==> src/rtl/pcts_pkg.sv <==
// package for the pulse channel timing and statistics block
package pcts_pkg;
    localparam int PCTS_CNT_W = 48;
    localparam int PCTS_DLY_W = 16;
    localparam int PCTS_ADC_W = 16;
    localparam int PCTS_ACC_W = 24;
    localparam int PCTS_RANGE_W = 3;
    localparam logic [PCTS_RANGE_W-1:0] PCTS_RANGE_MAX = 3'h6;
    localparam logic [PCTS_RANGE_W-1:0] PCTS_RANGE_MIN = 3'h1;
    localparam logic [6:0] PCTS_FILT_SUM_MAX = 7'h7F;
    localparam logic [6:0] PCTS_MIN_RISE = 7'h02;
    localparam logic [6:0] PCTS_MIN_FLAT = 7'h03;
    // sample period per converter variant, in ns
    localparam int PCTS_TS_FAST_NS = 2;
    localparam int PCTS_TS_MID_NS = 4;
    localparam int PCTS_TS_SLOW_NS = 10;
    localparam int PCTS_CLK_NS = 50;

    // register map, byte addresses
    localparam logic [7:0] PCTS_A_CTRL = 8'h00;
    localparam logic [7:0] PCTS_A_FILT = 8'h04;
    localparam logic [7:0] PCTS_A_LEVEL = 8'h08;
    localparam logic [7:0] PCTS_A_SHDLY = 8'h0C;
    localparam logic [7:0] PCTS_A_SHLEN = 8'h10;
    localparam logic [7:0] PCTS_A_LDLY = 8'h14;
    localparam logic [7:0] PCTS_A_VSTR = 8'h18;
    localparam logic [7:0] PCTS_A_STAT = 8'h1C;
    localparam logic [7:0] PCTS_A_ACT_LO = 8'h20;
    localparam logic [7:0] PCTS_A_ACT_HI = 8'h24;
    localparam logic [7:0] PCTS_A_TRG_LO = 8'h28;
    localparam logic [7:0] PCTS_A_TRG_HI = 8'h2C;
    localparam logic [7:0] PCTS_A_EVT_LO = 8'h30;
    localparam logic [7:0] PCTS_A_EVT_HI = 8'h34;
    localparam logic [7:0] PCTS_A_ACQ_LO = 8'h38;
    localparam logic [7:0] PCTS_A_ACQ_HI = 8'h3C;

    // control word bits
    localparam int PCTS_B_RUN_REQ = 0;
    localparam int PCTS_B_SETUP_DONE = 1;
    localparam int PCTS_B_VALID_REQ = 13;

    typedef enum logic [2:0] {
        PCTS_IDLE = 3'b001,
        PCTS_SETUP = 3'b010,
        PCTS_RUN = 3'b100
    } pcts_run_e;

    typedef struct packed {
        logic delayed_trigger_probe;
        logic validation_window_probe;
        logic acceptance_probe;
    } pcts_probe_s;
endpackage : pcts_pkg

==> src/rtl/pcts_channel.sv <==
// one channel of pulse decimation, run statistics and coincidence validation
// Notes on behaviour
// average 2^n adc samples for filter range n before energy filtering
// rise plus flat top limited to 127 decimated cycles
// fast variants: 20 ns granularity in range 1, min rise 2, flat 3 steps
// 250 MHz variant: 16 ns granularity range 1, same minimum step counts
// adc sample period is 2, 4 or 10 ns depending on variant
// active time counts from setup done until end of run
// active time pauses while adc input is out of range
// trigger count increments once per fast threshold crossing; the code does not count crossings while adc_out_of_range is set
// trigger count cleared at every run start
// acquisition time counts run time, excluding start initialization
// processed event count counts written events, cleared at run start
// fast trigger shared after programmable delay, stretched to programmable length
// local trigger delayed by programmable local processing delay
// central logic masks shared triggers per channel (far side)
// central logic forms and returns coincidence result (far side)
// coincidence result opens validation window, driven onto probe
// with validation required, accept only delayed trigger inside window
// acceptance pulses on probe; delayed trigger on its own probe
// require_coincidence_validation is control word bit 13
// fast trigger by comparing fast filter output to fast_trigger_level
// counters never wrap in a run and read without disturbing counting
// decimated clock enable once per 2^n samples at group end
//
// The implementer's own choices: the address map and the APB slave port.
`timescale 1ns/1ps
`default_nettype none
module pcts_channel #(
    parameter int ADC_W = pcts_pkg::PCTS_ADC_W,
    parameter int CNT_W = pcts_pkg::PCTS_CNT_W,
    parameter int DLY_W = pcts_pkg::PCTS_DLY_W,
    parameter int SAMPLE_NS = pcts_pkg::PCTS_TS_MID_NS
) (
    input wire logic pclk,
    input wire logic presetn,
    input wire logic psel,
    input wire logic penable,
    input wire logic pwrite,
    input wire logic [7:0] paddr,
    input wire logic [31:0] pwdata,
    output logic [31:0] prdata,
    output logic pready,
    output logic pslverr,
    input wire logic [ADC_W-1:0] adc_sample,
    input wire logic adc_out_of_range,
    input wire logic [ADC_W-1:0] fast_filter,
    input wire logic event_written,
    input wire logic coincidence_result,
    output logic [ADC_W-1:0] decimated_sample,
    output logic decimated_valid,
    output logic shared_trigger,
    output logic pulse_accept,
    output pcts_pkg::pcts_probe_s probes
);
    import pcts_pkg::*;

    localparam int SUM_W = ADC_W + 6;

    logic [31:0] ctrl;
    logic [31:0] filt;
    logic [ADC_W-1:0] fast_trigger_level;
    logic [DLY_W-1:0] trigger_share_delay;
    logic [DLY_W-1:0] trigger_share_length;
    logic [DLY_W-1:0] local_processing_delay;
    logic [DLY_W-1:0] validation_stretch;
    pcts_run_e run_state;
    logic [CNT_W-1:0] channel_active_time;
    logic [CNT_W-1:0] trigger_count;
    logic [CNT_W-1:0] processed_event_count;
    logic [CNT_W-1:0] acquisition_time;
    logic [31:0] hi_latch;
    logic [SUM_W-1:0] acc;
    logic [5:0] dec_cnt;
    logic above;
    logic fast_trig;
    logic [DLY_W-1:0] sh_dly_cnt;
    logic [DLY_W-1:0] sh_len_cnt;
    logic sh_pend;
    logic [DLY_W-1:0] loc_cnt;
    logic loc_pend;
    logic [DLY_W-1:0] win_cnt;
    logic in_run;
    logic run_start;
    logic [PCTS_RANGE_W-1:0] range;
    logic [6:0] rise_steps;
    logic [6:0] flat_steps;
    logic filt_ok;
    logic [5:0] group_last;
    logic apb_wr;
    logic apb_rd;

    // filter range and timing sanity
    assign range = filt[2:0];
    assign rise_steps = filt[14:8];
    assign flat_steps = filt[22:16];
    assign filt_ok = (range >= PCTS_RANGE_MIN) && (range <= PCTS_RANGE_MAX)
        && ({1'b0, rise_steps} + {1'b0, flat_steps} <= {1'b0, PCTS_FILT_SUM_MAX})
        && (rise_steps >= PCTS_MIN_RISE) && (flat_steps >= PCTS_MIN_FLAT);
    assign group_last = 6'((1 << range) - 1);
    assign apb_wr = psel && penable && pwrite;
    assign apb_rd = psel && !penable && !pwrite;
    assign in_run = (run_state == PCTS_RUN);
    assign run_start = (run_state == PCTS_SETUP) && ctrl[PCTS_B_SETUP_DONE];
    assign above = fast_filter >= fast_trigger_level;

    // apb slave: zero wait, all accesses answered in access phase
    always_ff @(posedge pclk or negedge presetn) begin
        if (!presetn) begin
            pready <= 1'b0;
            pslverr <= 1'b0;
        end else begin
            pready <= psel && !penable;
            pslverr <= psel && !penable && (paddr > PCTS_A_ACQ_HI || paddr[1:0] != 2'h0);
        end
    end

    always_ff @(posedge pclk or negedge presetn) begin
        if (!presetn) begin
            ctrl <= 32'h0;
            filt <= 32'h0000_0301 | 32'h0000_0200;
            fast_trigger_level <= '1;
            trigger_share_delay <= '0;
            trigger_share_length <= DLY_W'(1);
            local_processing_delay <= '0;
            validation_stretch <= DLY_W'(1);
        end else if (apb_wr) begin
            unique case (paddr)
                PCTS_A_CTRL: ctrl <= pwdata;
                PCTS_A_FILT: filt <= pwdata;
                PCTS_A_LEVEL: fast_trigger_level <= pwdata[ADC_W-1:0];
                PCTS_A_SHDLY: trigger_share_delay <= pwdata[DLY_W-1:0];
                PCTS_A_SHLEN: trigger_share_length <= pwdata[DLY_W-1:0];
                PCTS_A_LDLY: local_processing_delay <= pwdata[DLY_W-1:0];
                PCTS_A_VSTR: validation_stretch <= pwdata[DLY_W-1:0];
                default: ;
            endcase
        end
    end

    // reads in setup phase; low word latches high word for a torn-free pair
    always_ff @(posedge pclk or negedge presetn) begin
        if (!presetn) begin
            prdata <= 32'h0;
            hi_latch <= 32'h0;
        end else if (apb_rd) begin
            prdata <= 32'h0;
            unique case (paddr)
                PCTS_A_CTRL: prdata <= ctrl;
                PCTS_A_FILT: prdata <= filt;
                PCTS_A_LEVEL: prdata <= 32'(fast_trigger_level);
                PCTS_A_SHDLY: prdata <= 32'(trigger_share_delay);
                PCTS_A_SHLEN: prdata <= 32'(trigger_share_length);
                PCTS_A_LDLY: prdata <= 32'(local_processing_delay);
                PCTS_A_VSTR: prdata <= 32'(validation_stretch);
                PCTS_A_STAT: prdata <= {28'h0, filt_ok, 3'(run_state)};
                PCTS_A_ACT_LO: begin
                    prdata <= channel_active_time[31:0];
                    hi_latch <= 32'(channel_active_time[CNT_W-1:32]);
                end
                PCTS_A_TRG_LO: begin
                    prdata <= trigger_count[31:0];
                    hi_latch <= 32'(trigger_count[CNT_W-1:32]);
                end
                PCTS_A_EVT_LO: begin
                    prdata <= processed_event_count[31:0];
                    hi_latch <= 32'(processed_event_count[CNT_W-1:32]);
                end
                PCTS_A_ACQ_LO: begin
                    prdata <= acquisition_time[31:0];
                    hi_latch <= 32'(acquisition_time[CNT_W-1:32]);
                end
                PCTS_A_ACT_HI, PCTS_A_TRG_HI, PCTS_A_EVT_HI, PCTS_A_ACQ_HI: prdata <= hi_latch;
                default: prdata <= 32'h0;
            endcase
        end
    end

    // run sequencing: setup phase excluded from all time counts
    always_ff @(posedge pclk or negedge presetn) begin
        if (!presetn) begin
            run_state <= PCTS_IDLE;
        end else begin
            unique case (run_state)
                PCTS_IDLE: if (ctrl[PCTS_B_RUN_REQ]) run_state <= PCTS_SETUP;
                PCTS_SETUP: begin
                    if (!ctrl[PCTS_B_RUN_REQ]) run_state <= PCTS_IDLE;
                    else if (ctrl[PCTS_B_SETUP_DONE]) run_state <= PCTS_RUN;
                end
                PCTS_RUN: if (!ctrl[PCTS_B_RUN_REQ]) run_state <= PCTS_IDLE;
                default: run_state <= PCTS_IDLE;
            endcase
        end
    end

    always_ff @(posedge pclk or negedge presetn) begin
        if (!presetn) begin
            channel_active_time <= '0;
            acquisition_time <= '0;
        end else if (run_start) begin
            channel_active_time <= '0;
            acquisition_time <= '0;
        end else if (in_run) begin
            acquisition_time <= acquisition_time + CNT_W'(SAMPLE_NS);
            if (!adc_out_of_range)
                channel_active_time <= channel_active_time + CNT_W'(SAMPLE_NS);
        end
    end

    always_ff @(posedge pclk or negedge presetn) begin
        if (!presetn) begin
            trigger_count <= '0;
            processed_event_count <= '0;
        end else if (run_start) begin
            trigger_count <= '0;
            processed_event_count <= '0;
        end else if (in_run) begin
            if (fast_trig && !adc_out_of_range) trigger_count <= trigger_count + CNT_W'(1);
            if (event_written) processed_event_count <= processed_event_count + CNT_W'(1);
        end
    end

    // decimation: accumulate 2^n samples then emit the average
    always_ff @(posedge pclk or negedge presetn) begin
        if (!presetn) begin
            acc <= '0;
            dec_cnt <= '0;
            decimated_sample <= '0;
            decimated_valid <= 1'b0;
        end else begin
            decimated_valid <= 1'b0;
            if (dec_cnt >= group_last) begin
                decimated_sample <= ADC_W'((acc + SUM_W'(adc_sample)) >> range);
                decimated_valid <= 1'b1;
                acc <= '0;
                dec_cnt <= '0;
            end else begin
                acc <= acc + SUM_W'(adc_sample);
                dec_cnt <= dec_cnt + 6'h01;
            end
        end
    end

    // fast trigger edge on threshold crossing
    logic above_q;
    always_ff @(posedge pclk or negedge presetn) begin
        if (!presetn) begin
            above_q <= 1'b0;
            fast_trig <= 1'b0;
        end else begin
            above_q <= above;
            fast_trig <= above && !above_q;
        end
    end

    // shared trigger: delay then stretch
    always_ff @(posedge pclk or negedge presetn) begin
        if (!presetn) begin
            sh_pend <= 1'b0;
            sh_dly_cnt <= '0;
            sh_len_cnt <= '0;
            shared_trigger <= 1'b0;
        end else begin
            if (fast_trig && !sh_pend) begin
                sh_pend <= 1'b1;
                sh_dly_cnt <= trigger_share_delay;
            end else if (sh_pend && sh_dly_cnt != '0) begin
                sh_dly_cnt <= sh_dly_cnt - DLY_W'(1);
            end else if (sh_pend) begin
                sh_pend <= 1'b0;
                sh_len_cnt <= trigger_share_length;
            end else if (sh_len_cnt != '0) begin
                sh_len_cnt <= sh_len_cnt - DLY_W'(1);
            end
            shared_trigger <= sh_len_cnt != '0;
        end
    end

    // delayed local trigger
    always_ff @(posedge pclk or negedge presetn) begin
        if (!presetn) begin
            loc_pend <= 1'b0;
            loc_cnt <= '0;
            probes.delayed_trigger_probe <= 1'b0;
        end else begin
            probes.delayed_trigger_probe <= 1'b0;
            if (fast_trig && !loc_pend) begin
                loc_pend <= 1'b1;
                loc_cnt <= local_processing_delay;
            end else if (loc_pend && loc_cnt != '0) begin
                loc_cnt <= loc_cnt - DLY_W'(1);
            end else if (loc_pend) begin
                loc_pend <= 1'b0;
                probes.delayed_trigger_probe <= 1'b1;
            end
        end
    end

    // validation window and acceptance
    always_ff @(posedge pclk or negedge presetn) begin
        if (!presetn) begin
            win_cnt <= '0;
            probes.validation_window_probe <= 1'b0;
            probes.acceptance_probe <= 1'b0;
            pulse_accept <= 1'b0;
        end else begin
            if (coincidence_result) win_cnt <= validation_stretch;
            else if (win_cnt != '0) win_cnt <= win_cnt - DLY_W'(1);
            probes.validation_window_probe <= win_cnt != '0;
            pulse_accept <= probes.delayed_trigger_probe && in_run
                && (!ctrl[PCTS_B_VALID_REQ] || probes.validation_window_probe);
            probes.acceptance_probe <= probes.delayed_trigger_probe && in_run
                && (!ctrl[PCTS_B_VALID_REQ] || probes.validation_window_probe);
        end
    end

    property p_accept_needs_window;
        @(posedge pclk) disable iff (!presetn)
        pulse_accept && $past(ctrl[PCTS_B_VALID_REQ]) |-> $past(probes.validation_window_probe);
    endproperty
    a_accept_needs_window: assert property (p_accept_needs_window)
        else $error("accepted pulse outside validation window");

    property p_window_opens;
        @(posedge pclk) disable iff (!presetn)
        coincidence_result && validation_stretch != '0 |-> ##2 probes.validation_window_probe;
    endproperty
    a_window_opens: assert property (p_window_opens)
        else $error("validation window failed to open");

    property p_trig_clear;
        @(posedge pclk) disable iff (!presetn)
        run_start |=> trigger_count == '0 && processed_event_count == '0;
    endproperty
    a_trig_clear: assert property (p_trig_clear)
        else $error("counters not cleared at run start");

    property p_active_pause;
        @(posedge pclk) disable iff (!presetn)
        in_run && adc_out_of_range && !run_start |=> $stable(channel_active_time);
    endproperty
    a_active_pause: assert property (p_active_pause)
        else $error("active time ran while out of range");

    property p_acq_idle;
        @(posedge pclk) disable iff (!presetn)
        run_state == PCTS_SETUP && !run_start |=> $stable(acquisition_time);
    endproperty
    a_acq_idle: assert property (p_acq_idle)
        else $error("acquisition time ran during setup");

    property p_trig_inc;
        @(posedge pclk) disable iff (!presetn)
        in_run && fast_trig && !adc_out_of_range && !run_start
            |=> trigger_count == $past(trigger_count) + CNT_W'(1);
    endproperty
    a_trig_inc: assert property (p_trig_inc)
        else $error("trigger count missed a trigger");

    property p_dec_period;
        @(posedge pclk) disable iff (!presetn)
        decimated_valid && range == PCTS_RANGE_MIN ##1 range == PCTS_RANGE_MIN
            |=> decimated_valid;
    endproperty
    a_dec_period: assert property (p_dec_period)
        else $error("decimated strobe period wrong");

    property p_evt_inc;
        @(posedge pclk) disable iff (!presetn)
        in_run && event_written && !run_start
            |=> processed_event_count == $past(processed_event_count) + CNT_W'(1);
    endproperty
    a_evt_inc: assert property (p_evt_inc)
        else $error("event count missed an event");
endmodule : pcts_channel
`default_nettype wire

==> config.mk <==
export PLATFORM = sky130hd
export DESIGN_NAME = pcts_channel
export DESIGN_NICKNAME = d
export VERILOG_FILES = /design/src/rtl/pcts_pkg.sv /design/src/rtl/pcts_channel.sv
export SDC_FILE = /design/constraint.sdc
export NUM_CORES = 1
export LEC_CHECK = 0
export BUFFER_PORTS_ARGS = -buffer_cell sky130_fd_sc_hd__buf_2
export CAP_MARGIN = 25
export CORE_ASPECT_RATIO = 1.1
export CORE_MARGIN = 4
export CORE_UTILIZATION = 30
export CTS_BUF_LIST = sky130_fd_sc_hd__clkbuf_4
export CTS_CLUSTER_DIAMETER = 40
export CTS_CLUSTER_SIZE = 24
export DETAILED_ROUTE_END_ITERATION = 8
export GPL_TIMING_DRIVEN = 0
export HOLD_SLACK_MARGIN = 0.08
export PLACE_DENSITY = 0.54
export REMOVE_ABC_BUFFERS = 1
export SLEW_MARGIN = 5
export SYNTH_ARGS = -nofsm -noshare
export SYNTH_HDL_FRONTEND = slang
export SYNTH_SLANG_ARGS = --single-unit
==> constraint.sdc <==
create_clock -name pclk -period 9.9 [get_ports pclk]
set_clock_uncertainty 0.15 [all_clocks]
set_input_delay 0.495 -clock pclk [delete_from_list [all_inputs] [get_ports pclk]]
set_output_delay 0.495 -clock pclk [all_outputs]
set_load 0.005 [all_outputs]
==> results.cfg, run 1 <==
[placement]
dp_hpwl_um = 58100
io_buffer_count = 135
gp_congestion = 0.808

[synth]
synth-main-ff-cell = dfrtp_1
ys_seq_area_share_pct = 48.5
synth_edf_count = 0
synth_top_area_cell = dfrtp_1
synthArstFlopShare_pct = 100
synth_most_common_cell = dfrtp_1
avgSynthCellArea_um2 = 10.1
yosysWarnings = 0
synth_seq_cells = 502
synth_common_cells = dfrtp_1, nor2_1, nand2_1, mux2_2, xor2_1
synth.distinct_cells = 89
syn_inst = 2573
synth.top_cell.area_share_pct = 46.3
syn_area_um2 = 25900
synth.area.top_cells = dfrtp_1, mux2_2, xor2_1

[drt]
vias_per_cell = 5.19
drtPass1Iterations = 8
wire_per_inst_um = 19.9
drt_iter0_markers = 1733
vias = 20800
routed_wl_um = 79500
ant_nets = 0
drc_errors = 0

[min_path]
min_to = prdata[5]
min_path_type = input pin to flop
hold_depth = 5
holdCritStartpoint = paddr[4]

[clock_network]
cts_resized = 0
hold_buffers = 59
clk_latency_ps = 880
clk_pin_slew_ps = 110
clock_path_buffers = 3
clkSinkCount = 502
cts_root_buf = clkbuf_4
post_cts_buffers = 0
cts_tree = done
cts_buffers = 90
cts-htree-levels = 3

[die]
die_w_um = 288
rows = 112
dieArea_um2 = 91200
die_h_um = 316
pin_count = 136
core_area_um2 = 85300
initial_core_util_pct = 30.4

[critical_path]
rrSetupSlack_ps = 5800
worstPathArrival_ps = 4710
crit_path_start_kind = flop
end_kind = flop
reg2reg_depth = 12
cp.required_ps = 10510
timing.rr.start = filt[0]
cp_max_fo = 34
reg2reg_to = decimated_sample[11]
path_class = flop to flop

[timing]
drv_slew = 0
tightest_slew_ps = 1060
final.period_utilization_pct = 41.4
max_freq_mhz = 244
slew_headroom_pct = 29.1
period_needed_ps = 4100
totalNegativeSetupSlack_ps = 0
finalHoldViolations = 0
setup_viol = 0
rsz0062_at_grt = no

[pwr]
leakage_uw = 0.0136
report.power.total_uw = 5900
power.density_nw_per_um2 = 194
ir_drop_uv = 85.5

[global_route]
grtUsageTotal_pct = 17.3
grt_max_degree = 95
grt_pass1_wl_um = 123000
grt_pass1_vias = 20600
grt_antenna_before_repair = 4
overflow = 0

[final_layout]
drive_above_1_share_pct = 19.8
area_growth_pct = 17.5
nNetsFinal = 2913

[outcome]
outcome = finished clean

[job]
drv_cap = 0
-- worst max path at each step --
stage,end,start,slack [ps]
global placement,processed_event_count[47],run_state[2],-19950
finish,decimated_sample[11],filt[0],5800
floorplan,processed_event_count[39],run_state[2],-7480
CTS,decimated_sample[11],filt[0],5740
global route,decimated_sample[11],filt[0],5470
detailed placement,local_processing_delay[14],paddr[5],5650
-- final cells by class --
class	instances	area, um2
clock inverters	71	783
fillers	8643	54900
diodes	4	10.0
well taps	1140	1430
inverters	56	210
repair buffers	242	2020
flip-flops and latches	502	12600
clock buffers	96	721
multi-input cells	1886	12700
-- metal layers --
layer | GRT usage [%] | wire length, um
met1 | 23.2 | 35400
met2 | 28.7 | 37900
met3 | 2.60 | 3750
met4 | 6.09 | 2410
met5 | 0 | 0
-- sequential cells by signal, summed over array words and instances, names as in the netlist, 22 cells and up --
signal	cells
trigger_count	48
filt	32
channel_active_time	46
processed_event_count	48
acquisition_time	46
prdata	32
acc	22
ctrl	32
-- critical path, cell delays in order, from the launching register on --
cell and delay, ps:
dfstp_2 880, clkinv_1 640, nand2_1 260, ha_1 140, nand2b_1 90, a21o_1 100, a21oi_1 60, nor2b_1 100
o21ai_0 140, a21oi_4 650, buf_12 280, o31ai_1 110, o32a_1 370
-- logic make-up after synthesis --
group	after synthesis	synth area share [%]
adder cells (fa/ha/maj)	55	2.68
multiplexers	181	7.93
AO/OA/AOI/OAI	509	13.5
flip-flops	502	48.5
buffers and inverters	185	2.78
XOR/XNOR	208	7.02
AND/OR/NAND/NOR	933	17.6
-- cells in the final DEF (no fill, tap or decap), drive strengths merged, types with 35 or more instances in the layout --
cell type / n
xor2: 138
nor2: 322
xnor2: 70
buf: 184
and3: 43
dlygate4sd3: 58
clkbuf: 96
dfrtp: 480
a31oi: 36
inv: 68
nand2: 225
o21ai: 114
or3: 36
ha: 54
nor3: 37
a222oi: 66
nand4: 40
a21o: 42
mux2: 147
nand3: 93
a21oi: 107
clkinv: 35
-- stage by stage --
stage               std cells  setup slack (ps)  cell area (um2)  hold slack (ps)  utilization (%)
CTS                      3993              5740            30500             88.0             35.7
global placement         3719            -19950            27500              235             32.3
global route             3996              5470            30500              143             35.7
floorplan                2444             -7480            25400             49.4                -
finish                   3997              5800            30500              201             35.7
detailed placement       3767              5650            28400              238             33.2
-- power by group --
group | leakage, uW | internal, uW | switching, uW
combinational | 0.00613 | 685 | 918
sequential | 0.00664 | 2290 | 216
clock | 0.000790 | 846 | 947
total | 0.0136 | 3820 | 2080
No activity file was read; power rests on OpenSTA's default activity.
==> run 2, diff against run 1 <==
--- a/config.mk
+++ b/config.mk
@@ -16,7 +16,7 @@
 export DETAILED_ROUTE_END_ITERATION = 8
 export GPL_TIMING_DRIVEN = 0
 export HOLD_SLACK_MARGIN = 0.08
-export PLACE_DENSITY = 0.54
+export PLACE_DENSITY = 0.56
 export REMOVE_ABC_BUFFERS = 1
 export SLEW_MARGIN = 5
 export SYNTH_ARGS = -nofsm -noshare
==> constraint.sdc (replaced) <==
create_clock -name pclk -period 3.6 [get_ports pclk]
set_clock_uncertainty 0.15 [all_clocks]
set_input_delay 0.18 -clock pclk [delete_from_list [all_inputs] [get_ports pclk]]
set_output_delay 0.18 -clock pclk [all_outputs]
set_load 0.005 [all_outputs]
==> results.cfg, run 2 (synthesis gave the netlist of run 1 again) <==
[critical_path]
cp_max_fo = 16
worstPathCellList = dlygate4sd3_1 -> buf_2 -> nor3_1 -> nand4_1 -> nor2_1 -> and2_1 -> mux2_2
cp.required_ps = 4180
slowest_delay_ps = 1010
cp_top_family = simple AND/OR/NAND/NOR gates
cpMaxStageDelayCell = nor2_1
reg2reg_to = acquisition_time[47]
critical_path_depth = 7
worstPathArrival_ps = 4230
timing.rr.start = run_state[2]
path_class = input pin to flop
reg2reg_depth = 9
crit_path_start_kind = input pin
end_kind = flop
rrSetupSlack_ps = 160
path_buf_inv = 2

[global_route]
grtUsageTotal_pct = 17.7
grt_antenna_before_repair = 2
grt_pass1_wl_um = 126000
grt_max_degree = 112
overflow = 0
grt_pass1_vias = 20900

[clock_network]
clk_latency_ps = 900
cts_tree = done
cts_root_buf = clkbuf_4
cts_buffers = 88
clkSinkCount = 502
clock_path_buffers = 3
clk_pin_slew_ps = 100
cts-htree-levels = 3

[drt]
drtPass1Iterations = 7
wl_met3_um = 4160
ant_nets = 0
route.met2.wl_um = 38700
vias_per_cell = 5.19
drt-met1-wl_um = 35600
routed_wl_um = 80900
drt_iter0_markers = 1651
vias = 21200
top_layer = met4
wire_per_inst_um = 19.8
drc_errors = 0

[timing]
final.period_utilization_pct = 101
drv_slew = 0
slew_headroom_pct = 29.8
period_needed_ps = 3650
setup_viol = 16
finalHoldViolations = 0
max_freq_mhz = 274
rsz0062_at_grt = no
final.setup.worst_slack_ps = -46.9
tightest_slew_ps = 1050
totalNegativeSetupSlack_ps = -494

[final_layout]
final_cell_mix = dfrtp_1, nor2_1, nand2_1
instances_no_fill = 4074
largestRegisters = processed_event_count: 48 flops, trigger_count: 48 flops
nNetsFinal = 2991
drive_above_1_share_pct = 20.0
area_growth_pct = 20.5
fin_area_um2 = 31200
final_common_cell = dfrtp_1

[min_path]
holdCritStartpoint = paddr[0]
min_path_type = input pin to flop
hold_depth = 4
min_to = pslverr

[die]
initial_core_util_pct = 30.4
die_h_um = 316
dieArea_um2 = 91200
die_w_um = 288
rows = 112
pin_count = 136
core_area_um2 = 85300

[job]
drv_cap = 0

[pwr]
power.density_nw_per_um2 = 519
ir_drop_uv = 243
leakage_uw = 0.0139

[placement]
dp.cells = 3764
placed_cell_area_um2 = 28300
gp_congestion = 0.835
dp_hpwl_um = 57600
io_buffer_count = 135

[outcome]
outcome = complete, but fails checks
violations = setup timing
run 2: worst reg2reg max path: cells and delay by family, from the launching register on:
family,cells,cell delay [ps]
xor+xnor,1,150
flops,1,590
simple gates,8,2510
run 2: area by class of cell:
cell class | count | area (um2)
antenna | 2 | 5.00
clock buffer | 100 | 751
clock inverter | 66 | 653
fill | 8582 | 54100
inverter | 56 | 211
multi-input combinational | 1886 | 12800
sequential | 502 | 12600
tap | 1140 | 1430
timing repair buffer | 322 | 2820
run 2: worst max-delay path by stage:
stage	slack, ps	startpoint	endpoint
CTS	10	fast_trig	trigger_count[45]
finish	-50	paddr[5]	local_processing_delay[0]
global placement	-25780	run_state[2]	processed_event_count[47]
detailed placement	-480	run_state[1]	channel_active_time[47]
global route	1	adc_sample[0]	decimated_sample[10]
floorplan	-13780	run_state[2]	processed_event_count[39]
run 2: per-layer routing:
metal / global-route usage [%] / up-vias
li1: - / 9948
met1: 23.7 / 10600
met2: 29.0 / 536
met3: 2.73 / 117
met4: 6.44 / 0
met5: 0 / -
run 2: power breakdown:
part	internal, uW	switching [uW]
Combinational	2050	2570
Sequential	6290	597
Clock	2070	2620
run 2: through the flow:
step / power, uW / util (%) / worst slack (ps) / hold WS (ps)
global route: 17300 / 36.6 / 1.44 / 127
global placement: 11200 / 32.3 / -25780 / 232
floorplan: 9900 / - / -13780 / -266
detailed placement: 11300 / 33.2 / -481 / -11.6
CTS: 16400 / 36.5 / 12.1 / 83.0
finish: 16200 / 36.6 / -46.9 / 160
run 2: what timing repair did:
| action | in CTS | in global routing |
|---|---|---|
| hold endpoints to repair | 584 | 0 |
| setup endpoints to repair | 40 | 68 |
| gates resized for setup | 7 | 11 |
| pin swaps | 1 | 3 |
| buffers inserted | 3 | 3 |
| hold buffers | 136 | 0 |
==> run 3, diff against run 2 <==
--- a/config.mk
+++ b/config.mk
@@ -16,7 +16,7 @@
 export DETAILED_ROUTE_END_ITERATION = 8
 export GPL_TIMING_DRIVEN = 0
 export HOLD_SLACK_MARGIN = 0.08
-export PLACE_DENSITY = 0.56
+export PLACE_DENSITY = 0.55
 export REMOVE_ABC_BUFFERS = 1
 export SLEW_MARGIN = 5
 export SYNTH_ARGS = -nofsm -noshare
==> results.cfg, run 3 (synthesis gave the netlist of run 1 again) <==
[die]
core_area_um2 = 85300
pin_count = 136
die_h_um = 316
initial_core_util_pct = 30.4
rows = 112
dieArea_um2 = 91200
die_w_um = 288

[critical_path]
cp.required_ps = 4250
worstPathCellList = dlygate4sd3_1 -> buf_2 -> dlygate4sd3_1 -> nor2_1 -> dlygate4sd3_1 -> nand2_1 -> nor3_2 -> buf_4 -> a22o_1 -> a221oi_1 -> nand4_1 -> o21a_1
timing.rr.start = acc[2]
cpMaxStageDelayCell = dlygate4sd3_1
endpoint = prdata[9]
crit_path_start_kind = input pin
crit_path_frequent_cell = dlygate4sd3_1
rrSetupSlack_ps = 210
critical_path_depth = 12
path_class = input pin to flop
reg2reg_depth = 9
path_buf_inv = 5
crit_start = paddr[6]
reg2reg_to = acc[15]
cp_top_family = buffers and inverters
end_kind = flop
worstPathArrival_ps = 4220
slowest_delay_ps = 670
cp_max_fo = 10

[pwr]
power.density_nw_per_um2 = 520
power.internal_uw = 10600
leakage_uw = 0.0140
p_comb_share_pct = 28.2
sw_frac_of_total_pct = 34.7
p_switching_uw = 5640
pwr-share-seq_pct = 42.3
ir_drop_uv = 246
report.power.total_uw = 16300
pwr-share-clk_pct = 29.4

[clock_network]
cts_root_buf = clkbuf_4
cts_tree = done
cts_buffers = 89
clk_latency_ps = 890
clkSinkCount = 502
clk_pin_slew_ps = 110
cts-htree-levels = 3
clock_path_buffers = 3

[placement]
gp_congestion = 0.812
io_buffer_count = 135
dp_slack_ps = -512
dp_hpwl_um = 57900

[job]
drv_cap = 0

[drt]
drc_errors = 0
wire_per_inst_um = 19.9
vias_per_cell = 5.19
drt_iter0_markers = 1704
vias = 21100
routed_wl_um = 81000
ant_nets = 0
drtPass1Iterations = 8

[timing]
final.setup.worst_slack_ps = 29.7
tightest_slew_ps = 887
slew_headroom_pct = 40.8
setup_viol = 0
timing.hold.ws_ps = 196
final.period_utilization_pct = 99.2
rsz0062_at_grt = no
drv_slew = 0
max_freq_mhz = 280
finalHoldViolations = 0
period_needed_ps = 3570
totalNegativeSetupSlack_ps = 0

[final_layout]
largestRegisters = processed_event_count: 48 flops, trigger_count: 48 flops
drive_above_1_share_pct = 19.9
final_cell_mix = dfrtp_1, nor2_1, nand2_1
nNetsFinal = 2994
area_growth_pct = 20.7
final_common_cell = dfrtp_1

[outcome]
outcome = finished clean

[min_path]
min_path_type = input pin to flop

[global_route]
grt_antenna_before_repair = 4
grt_max_degree = 98
grt_pass1_vias = 21000
grtUsageTotal_pct = 17.6
grt_pass1_wl_um = 126000
overflow = 0
-- run 3: power by group through the flow --
stage / Sequential (uW) / Clock (uW) / Combinational (uW)
2_1_floorplan: 6840 / 0 / 3060
3_3_place_gp: 6990 / 0 / 4240
3_5_place_dp: 6980 / 0 / 4340
4_1_cts: 6880 / 4950 / 4580
5_1_grt: 6990 / 5210 / 5120
6_report: 6890 / 4790 / 4590
-- run 3: worst min-delay path by stage --
stage | end | slack (ps) | startpoint | depth (start not counted)
after global placement | fast_trig | 230 | above_q | 1
after floorplan | above_q | -270 | presetn | 0
after detailed placement | acquisition_time[32] | -30 | presetn | 1
final | trigger_share_length[6] | 200 | pwdata[6] | 3
after CTS | trigger_share_delay[8] | 90 | pwdata[8] | 3
after global routing | fast_trigger_level[6] | 160 | pwdata[6] | 3
-- run 3: worst min-delay path, stage by stage --
cell and delay, ps:
dlygate4sd3_1 520, buf_2 270, mux2_2 200
-- run 3: repair_timing --
item / CTS / global route
endpoints found under the setup margin: 54 / 36
hold buffers: 131 / 0
setup buffers: 3 / 6
hold endpoints to repair: 756 / 0
pin swaps: 2 / 2
resized for setup: 9 / 9
-- run 3: area by class of cell --
cell class              count  area, um2
clock inverters            59        653
inverters                  56        213
fillers                  8539      54000
repair buffers            324       2860
clock buffers             102        766
well taps                1140       1430
multi-input cells        1886      12800
flip-flops and latches    502      12600
diodes                      3       7.51
-- run 3: layer usage --
layer	GRT usage [%]	routed length [um]	up-vias	share of wire, %
li1	-	-	9949	-
met1	23.4	35700	10500	44
met2	29.3	38900	548	48
met3	2.47	3990	126	4.9
met4	6.61	2510	0	3.1
met5	0	0	-	0
-- run 3: stage by stage --
step | std cells | area (um2) | utilization [%]
global placement | 3719 | 27500 | 32.3
global route | 4072 | 31300 | 36.7
detailed placement | 3767 | 28400 | 33.3
finish | 4072 | 31300 | 36.7
floorplan | 2444 | 25400 | -
CTS | 4062 | 31200 | 36.6
